--- config.mk ---
export PLATFORM = sky130hd
export DESIGN_NAME = gpe_port
export DESIGN_NICKNAME = d
export VERILOG_FILES = /design/src/logic/gpe_pkg.sv /design/src/logic/gpe_port.sv /design/src/logic/gpe_sync.sv /design/src/logic/gpe_edge.sv
export VERILOG_INCLUDE_DIRS = /design/src /design/src/logic
export SDC_FILE = /design/constraint.sdc
export NUM_CORES = 1
export LEC_CHECK = 0
export ABC_AREA = 1
export BUFFER_PORTS_ARGS = -buffer_cell sky130_fd_sc_hd__buf_4
export CORE_ASPECT_RATIO = 1.5
export CORE_MARGIN = 5
export CORE_UTILIZATION = 50
export CTS_CLUSTER_SIZE = 14
export DETAILED_ROUTE_END_ITERATION = 7
export PLACE_DENSITY = 0.76
export SLEW_MARGIN = 20
export SYNTH_ARGS = -nofsm -noshare
export SYNTH_HDL_FRONTEND = slang
export SYNTH_SLANG_ARGS = --single-unit
--- constraint.sdc ---
create_clock -name i_clk -period 1.2 [get_ports i_clk]
set_input_delay 0.18 -clock i_clk [delete_from_list [all_inputs] [get_ports i_clk]]
set_output_delay 0.18 -clock i_clk [all_outputs]
set_load 0.02 [all_outputs]
--- src/logic/gpe_map.svh ---
// register offsets, field positions and reset values of the gpio edge port block
`ifndef GPE_MAP_SVH
`define GPE_MAP_SVH

`define GPE_ADDR_W       8
`define GPE_DATA_W       8
`define GPE_J_W          2
`define GPE_AD_W         8
`define GPE_J_MSB        7
`define GPE_J_LSB        6
`define GPE_J_LOW_MSB    5

`define GPE_OFF_J_DRIVE  8'h2b
`define GPE_OFF_J_PULL   8'h2c
`define GPE_OFF_J_POL    8'h2d
`define GPE_OFF_J_IEN    8'h2e
`define GPE_OFF_J_FLAG   8'h2f
`define GPE_OFF_AD_DATA  8'h30
`define GPE_OFF_AD_PIN   8'h31
`define GPE_OFF_AD_DIR   8'h32

`define GPE_RST_J        2'h0
`define GPE_RST_AD       8'h00
`define GPE_RST_RDATA    8'h00
`define GPE_OE_IDLE_AD   8'hff
`define GPE_J_LOW_ZERO   6'h00

`endif

--- src/logic/gpe_pkg.sv ---
// types shared by the gpio edge port block
`default_nettype none
`include "gpe_map.svh"
package gpe_pkg;

  typedef logic [`GPE_J_W-1:0]  gpe_j_t;
  typedef logic [`GPE_AD_W-1:0] gpe_ad_t;

  typedef struct packed {
    gpe_j_t  drive;
    gpe_j_t  pull;
    gpe_j_t  pol;
    gpe_j_t  ien;
    gpe_j_t  flag;
    gpe_ad_t ad_data;
    gpe_ad_t ad_dir;
    logic [`GPE_DATA_W-1:0] rdata;
    logic    irq;
    gpe_j_t  j_drv_red;
    gpe_j_t  j_pull_up;
    gpe_j_t  j_pull_dn;
    gpe_ad_t ad_out;
    gpe_ad_t ad_oe_n;
  } gpe_state_t;

endpackage : gpe_pkg
`default_nettype wire

--- src/logic/gpe_port.sv ---
// gpio edge port: two-pin interrupt port and eight-pin data port registers
//
// The implementer's own choice: strobed register access.
`timescale 1ns/1ps
`default_nettype none
`include "gpe_map.svh"
module gpe_port (
  input  wire logic                   i_clk,
  input  wire logic                   i_srst,
  input  wire logic [`GPE_ADDR_W-1:0] i_addr,
  input  wire logic [`GPE_DATA_W-1:0] i_wdata,
  input  wire logic                   i_wr,
  input  wire logic                   i_rd,
  output logic      [`GPE_DATA_W-1:0] o_rdata,
  output logic                        o_irq,
  input  wire logic [`GPE_J_W-1:0]    i_j_pin,
  input  wire logic [`GPE_J_W-1:0]    i_j_is_output,
  input  wire logic [`GPE_J_W-1:0]    i_j_wired_or,
  output logic      [`GPE_J_W-1:0]    o_j_drive_reduced,
  output logic      [`GPE_J_W-1:0]    o_j_pull_up,
  output logic      [`GPE_J_W-1:0]    o_j_pull_down,
  input  wire logic [`GPE_AD_W-1:0]   i_ad_pin,
  input  wire logic [`GPE_AD_W-1:0]   i_ad_periph_en,
  input  wire logic [`GPE_AD_W-1:0]   i_ad_periph_dir,
  input  wire logic [`GPE_AD_W-1:0]   i_ad_periph_out,
  output logic      [`GPE_AD_W-1:0]   o_ad_out,
  output logic      [`GPE_AD_W-1:0]   o_ad_oe_n
);

  gpe_pkg::gpe_state_t st_r;
  gpe_pkg::gpe_state_t st_nxt;

  gpe_pkg::gpe_j_t  j_sync;
  gpe_pkg::gpe_j_t  j_edge;
  gpe_pkg::gpe_ad_t ad_sync;
  gpe_pkg::gpe_ad_t ad_eff_dir;
  gpe_pkg::gpe_ad_t ad_eff_out;
  gpe_pkg::gpe_ad_t ad_read_mux;
  gpe_pkg::gpe_j_t  flag_clr;
  gpe_pkg::gpe_j_t  j_pull_act;
  logic             wr_hit_flag;

  //////////////////////////////////////////////////////////////////////////////
  // input synchronisers and edge detection

  gpe_sync #(
    .W (`GPE_J_W)
  ) u_sync_j (
    .i_clk   (i_clk),
    .i_srst  (i_srst),
    .i_async (i_j_pin),
    .o_sync  (j_sync)
  );

  gpe_sync #(
    .W (`GPE_AD_W)
  ) u_sync_ad (
    .i_clk   (i_clk),
    .i_srst  (i_srst),
    .i_async (i_ad_pin),
    .o_sync  (ad_sync)
  );

  gpe_edge #(
    .W (`GPE_J_W)
  ) u_edge_j (
    .i_clk    (i_clk),
    .i_srst   (i_srst),
    .i_level  (j_sync),
    .i_rising (st_r.pol),
    .o_edge   (j_edge)
  );

  //////////////////////////////////////////////////////////////////////////////
  // combinational helpers

  assign ad_eff_dir = (i_ad_periph_en & i_ad_periph_dir) | (~i_ad_periph_en & st_r.ad_dir);
  assign ad_eff_out = (i_ad_periph_en & i_ad_periph_out) | (~i_ad_periph_en & st_r.ad_data);

  // stored value for outputs, pin for inputs
  assign ad_read_mux = (st_r.ad_data & st_r.ad_dir) | (ad_sync & ~st_r.ad_dir);

  assign wr_hit_flag = i_wr && (i_addr == `GPE_OFF_J_FLAG);
  assign flag_clr    = wr_hit_flag ? i_wdata[`GPE_J_MSB:`GPE_J_LSB] : `GPE_RST_J;

  // pull only for inputs or wired-or
  assign j_pull_act = st_r.pull & (~i_j_is_output | i_j_wired_or);

  //////////////////////////////////////////////////////////////////////////////
  // next state

  always_comb begin
    st_nxt = st_r;

    if (i_wr) begin
      unique case (i_addr)
        `GPE_OFF_J_DRIVE: begin
          st_nxt.drive = i_wdata[`GPE_J_MSB:`GPE_J_LSB];
        end
        `GPE_OFF_J_PULL: begin
          st_nxt.pull = i_wdata[`GPE_J_MSB:`GPE_J_LSB];
        end
        `GPE_OFF_J_POL: begin
          st_nxt.pol = i_wdata[`GPE_J_MSB:`GPE_J_LSB];
        end
        `GPE_OFF_J_IEN: begin
          st_nxt.ien = i_wdata[`GPE_J_MSB:`GPE_J_LSB];
        end
        `GPE_OFF_AD_DATA: begin
          st_nxt.ad_data = i_wdata;
        end
        `GPE_OFF_AD_DIR: begin
          st_nxt.ad_dir = i_wdata;
        end
        default: begin
        end
      endcase
    end

    st_nxt.flag = (st_r.flag & ~flag_clr) | j_edge;

    st_nxt.irq = |(st_nxt.flag & st_nxt.ien);

    // read data stand only in the cycle after the strobe
    st_nxt.rdata = `GPE_RST_RDATA;
    if (i_rd) begin
      unique case (i_addr)
        `GPE_OFF_J_DRIVE: begin
          st_nxt.rdata = {st_r.drive, `GPE_J_LOW_ZERO};
        end
        `GPE_OFF_J_PULL: begin
          st_nxt.rdata = {st_r.pull, `GPE_J_LOW_ZERO};
        end
        `GPE_OFF_J_POL: begin
          st_nxt.rdata = {st_r.pol, `GPE_J_LOW_ZERO};
        end
        `GPE_OFF_J_IEN: begin
          st_nxt.rdata = {st_r.ien, `GPE_J_LOW_ZERO};
        end
        `GPE_OFF_J_FLAG: begin
          st_nxt.rdata = {st_r.flag, `GPE_J_LOW_ZERO};
        end
        `GPE_OFF_AD_DATA: begin
          st_nxt.rdata = ad_read_mux;
        end
        `GPE_OFF_AD_PIN: begin
          st_nxt.rdata = ad_sync;
        end
        `GPE_OFF_AD_DIR: begin
          st_nxt.rdata = st_r.ad_dir;
        end
        default: begin
          st_nxt.rdata = `GPE_RST_RDATA;
        end
      endcase
    end

    st_nxt.j_drv_red = st_r.drive & i_j_is_output;
    // pull-up for polarity 0, also on wired-or outputs
    st_nxt.j_pull_up = j_pull_act & ~st_r.pol;
    // pull-down for polarity 1, inputs only
    st_nxt.j_pull_dn = j_pull_act & st_r.pol & ~i_j_is_output;

    st_nxt.ad_out  = ad_eff_out;
    st_nxt.ad_oe_n = ~ad_eff_dir;
  end

  //////////////////////////////////////////////////////////////////////////////
  // state register

  always_ff @(posedge i_clk) begin
    if (i_srst) begin
      st_r.drive     <= `GPE_RST_J;
      st_r.pull      <= `GPE_RST_J;
      st_r.pol       <= `GPE_RST_J;
      st_r.ien       <= `GPE_RST_J;
      st_r.flag      <= `GPE_RST_J;
      st_r.ad_data   <= `GPE_RST_AD;
      st_r.ad_dir    <= `GPE_RST_AD;
      st_r.rdata     <= `GPE_RST_RDATA;
      st_r.irq       <= 1'b0;
      st_r.j_drv_red <= `GPE_RST_J;
      st_r.j_pull_up <= `GPE_RST_J;
      st_r.j_pull_dn <= `GPE_RST_J;
      st_r.ad_out    <= `GPE_RST_AD;
      st_r.ad_oe_n   <= `GPE_OE_IDLE_AD;
    end else begin
      st_r <= st_nxt;
    end
  end

  assign o_rdata           = st_r.rdata;
  assign o_irq             = st_r.irq;
  assign o_j_drive_reduced = st_r.j_drv_red;
  assign o_j_pull_up       = st_r.j_pull_up;
  assign o_j_pull_down     = st_r.j_pull_dn;
  assign o_ad_out          = st_r.ad_out;
  assign o_ad_oe_n         = st_r.ad_oe_n;
endmodule : gpe_port
`default_nettype wire

--- src/logic/gpe_sync.sv ---
// two-stage input synchroniser, one stage pair per bit
`timescale 1ns/1ps
`default_nettype none
module gpe_sync #(
  parameter int W = 8
) (
  input  wire logic         i_clk,
  input  wire logic         i_srst,
  input  wire logic [W-1:0] i_async,
  output logic      [W-1:0] o_sync
);

  typedef struct packed {
    logic [W-1:0] s1;
    logic [W-1:0] s2;
  } gpe_sync_st_t;

  gpe_sync_st_t st_r;
  gpe_sync_st_t st_nxt;

  // first stage feeds only the second stage
  always_comb begin
    st_nxt    = st_r;
    st_nxt.s1 = i_async;
    st_nxt.s2 = st_r.s1;
  end

  always_ff @(posedge i_clk) begin
    if (i_srst) begin
      st_r <= '0;
    end else begin
      st_r <= st_nxt;
    end
  end

  assign o_sync = st_r.s2;

endmodule : gpe_sync
`default_nettype wire

--- src/logic/gpe_edge.sv ---
// per-pin edge detector with selectable active edge
`timescale 1ns/1ps
`default_nettype none
module gpe_edge #(
  parameter int W = 2
) (
  input  wire logic         i_clk,
  input  wire logic         i_srst,
  input  wire logic [W-1:0] i_level,
  input  wire logic [W-1:0] i_rising,
  output logic      [W-1:0] o_edge
);

  typedef struct packed {
    logic [W-1:0] prev;
  } gpe_edge_st_t;

  gpe_edge_st_t st_r;
  gpe_edge_st_t st_nxt;

  always_comb begin
    st_nxt      = st_r;
    st_nxt.prev = i_level;
  end

  // reset loads the present level so release makes no false edge
  always_ff @(posedge i_clk) begin
    if (i_srst) begin
      st_r.prev <= i_level;
    end else begin
      st_r <= st_nxt;
    end
  end

  for (genvar k = 0; k < W; k++) begin : g_pin
    assign o_edge[k] = i_rising[k] ? (i_level[k] & ~st_r.prev[k])
                                   : (~i_level[k] & st_r.prev[k]);
  end

endmodule : gpe_edge
`default_nettype wire

==> summary.md <==
| Metric | Value |
|---|---|
| Fin. max-slew vios | 0 |
| Final Cycle Share | 85.4% |
| Setup_tns | 0 ns |
| Total wire length | 7620 µm |
| Worst-margin pin slew | 0.279 ns |
| DRC violation count after routing | 0 |
| First-pass DRT Iterations | 5 |
| Status | complete, no violations |
| Antenna violations before repair | 0 |
| Worst setup EP type | output pin |
| Clock H-tree levels | 3 |
| Synth area leader | dfxtp_1 |
| Cell with the most instances after synthesis | dfxtp_1 |
| Clk sinks | 79 |
| Crit start category | register |
| Placed cell area | 3950 µm² |
| Crit path max-delay family | flip-flops |
| Clock skew | 0.00882 ns |
| Unrepaired setup endpoints after global routing | false |
| Max transition margin | 81.3% |
| Buf/Inv on CP | 1 |
| Top cells by count, synth | dfxtp_1, inv_1, nor2_1 |
| Worst EP required | 1.02 ns |
| CP cell instances | buf_4 |
| Core Area | 6760 µm² |
| Ys Warns | 0 |
| Max Clk Rate | 976 MHz |
| Gp weighted congestion | 0.853 |
| Syn Inst Count | 442 |
| Crit-path max FO | 1 |
| Die area | 8620 µm² |
| Top FF cell, synth | dfxtp_1 |
| Largest net degree at the start of global routing | 31 |
| Lkg Pwr | 0.00203 µW |
| Post-synth cell types | 28 |
| Worst hold-check path type | input pin to register |
| Vias per cell | 4.88 |
| Asr flop ratio synth | 0% |
| Main area contributors after synthesis | dfxtp_1, buf_4, inv_1 |
| Post-CTS sizing | 0 |
| Effective utilization at floorplan | 50.6% |
| Global-route usage over all layers | 18.1% |
| Final worst path period need | 1.02 ns |
| First-pass GRT wire length | 12,600 µm |
| HPWL Detailed | 5770 µm |
| Max incr delay on CP | 0.34 ns |
| Layout cells sized above 1 | 27.0% |
| Peak supply drop | 0.00139 V |
| EDFF count, synth | 0 |
| Iter 0 DRT Violations | 169 |
| Final Net Count | 568 |
| Via count | 2,895 |
| Drt wl/cell | 12.8 µm |
| Avg Inst Size Synth | 7.73 µm² |
| Flops & latches, synth | 79 |
| Syn_nets | 500 |
| Setup ws final | 0.175 ns |
| Die H | 111 µm |
| # setup viols final | 0 |
| # IOs | 89 |
| Vias in the first global route | 2,851 |
| Overall die width | 77.5 µm |
| Buffers on Ports | 88 |
| Pre-CTS setup slack | -0.0284 ns |
| Top cell type's share of synthesized area | 46.3% |
| Layout Area Growth over Synthesis | 24.3% |
| Pwr Total | 5860 µW |
| Max-cap viol count | 0 |
| Final Instance Area | 4250 µm² |
| Highest-delay cell along the critical path | dfxtp_1 |
| Seq/Total Area, Yosys | 46.3% |
| TritonCTS buffer count | 9 |
| Ant diodes | 0 |
| Worst skew pair latency | 0.35 ns |
| CTS max path bufs | 2 |
| Routed Antenna Nets | 0 |
| Synthesized cell area | 3420 µm² |
| Clk root buf | clkbuf_8 |
| Final hold violations | 0 |
| CTS clock-pin slew for the worst setup and hold paths | 0.08 ns |
| GRT overflow | 0 |
| PD cells | 1380 nW/µm² |
| WS Path Type | register to output pin |
| FP Rows | 37 |
| CTS tree | yes |
| Worst EP arrival | 0.84 ns |
per-stage QoR:
stage,instances,hold WS (ns),utilization [%]
after floorplan,442,0.259,-
after global placement,575,0.352,58.5
after detailed placement,575,0.359,58.5
after CTS,593,0.00366,62.9
after global routing,593,0.00601,62.9
final,593,0.0125,62.9
layer usage:
| layer | wire length (µm) | vias to the layer above | part of all wire, % | global-route usage [%] |
|---|---|---|---|---|
| met5 | 0 | - | 0 | 0 |
| met4 | 145 | 0 | 1.9 | 8.49 |
| met3 | 478 | 10 | 6.3 | 4.15 |
| met2 | 3970 | 87 | 52 | 31.8 |
| met1 | 3030 | 1296 | 40 | 20.1 |
| li1 | - | 1502 | - | - |
kinds of logic after synthesis:
group / share of synthesized area, %
AND/OR/NAND/NOR: 24.8
buffers and inverters: 17.0
flip-flops: 46.3
AO/OA/AOI/OAI: 11.9
where the power goes:
part           switching [µW]  total [µW]  internal (µW)
Clock                     942        2650           1710
Sequential               22.6        2710           2690
Combinational             265         503            238
Total                    1230        5860           4630
repair_timing:
| action | CTS | global route |
|---|---|---|
| setup buffers | 0 | 0 |
| endpoints found under the hold margin | 2 | 0 |
| hold buffers | 2 | 0 |
layout by cell type, fill, tap and decap left out, types with 11 or more instances in the layout:
cell type,instances
a21oi_1,27
buf_4,96
clkbuf_8,11
dfxtp_1,79
inv_1,60
nand2_1,53
nand3_1,32
nor2_1,56
nor3_1,12
o21ai_0,31
o21ai_1,12
final timing paths:
check | startpoint | endpoint | slack (ns) | cells after the start
setup reg to reg | st_r[52] | o_irq | 0.20 | 8
hold / removal | i_ad_periph_dir[5] | o_ad_oe_n[5] | 0.01 | 2
setup / recovery | o_irq | o_irq | 0.18 | 1
hold reg to reg | u_sync_j.o_sync[1] | u_edge_j.st_r[1] | 0.37 | 0
flip-flops by register name, summed over array words and instances, names as in the netlist:
name	cells
st_r	26
u_sync_j.st_nxt	2
o_j_drive_reduced	2
o_j_pull_down	2
u_edge_j.st_r	2
u_sync_ad.st_nxt	8
o_j_pull_up	2
o_irq	1
o_rdata	8
u_sync_ad.o_sync	8
u_sync_j.o_sync	2
o_ad_oe_n	8
o_ad_out	8
final cells by class:
class                      instances  area (µm²)
fill                             620        2510
sequential                        79        1580
multi-input combinational        252        1260
timing repair buffer             100         781
inverter                          68         255
clock buffer                      11         151
clock inverter                     5         128
tap                               78        97.6
Power figures use the tool's default switching activity.
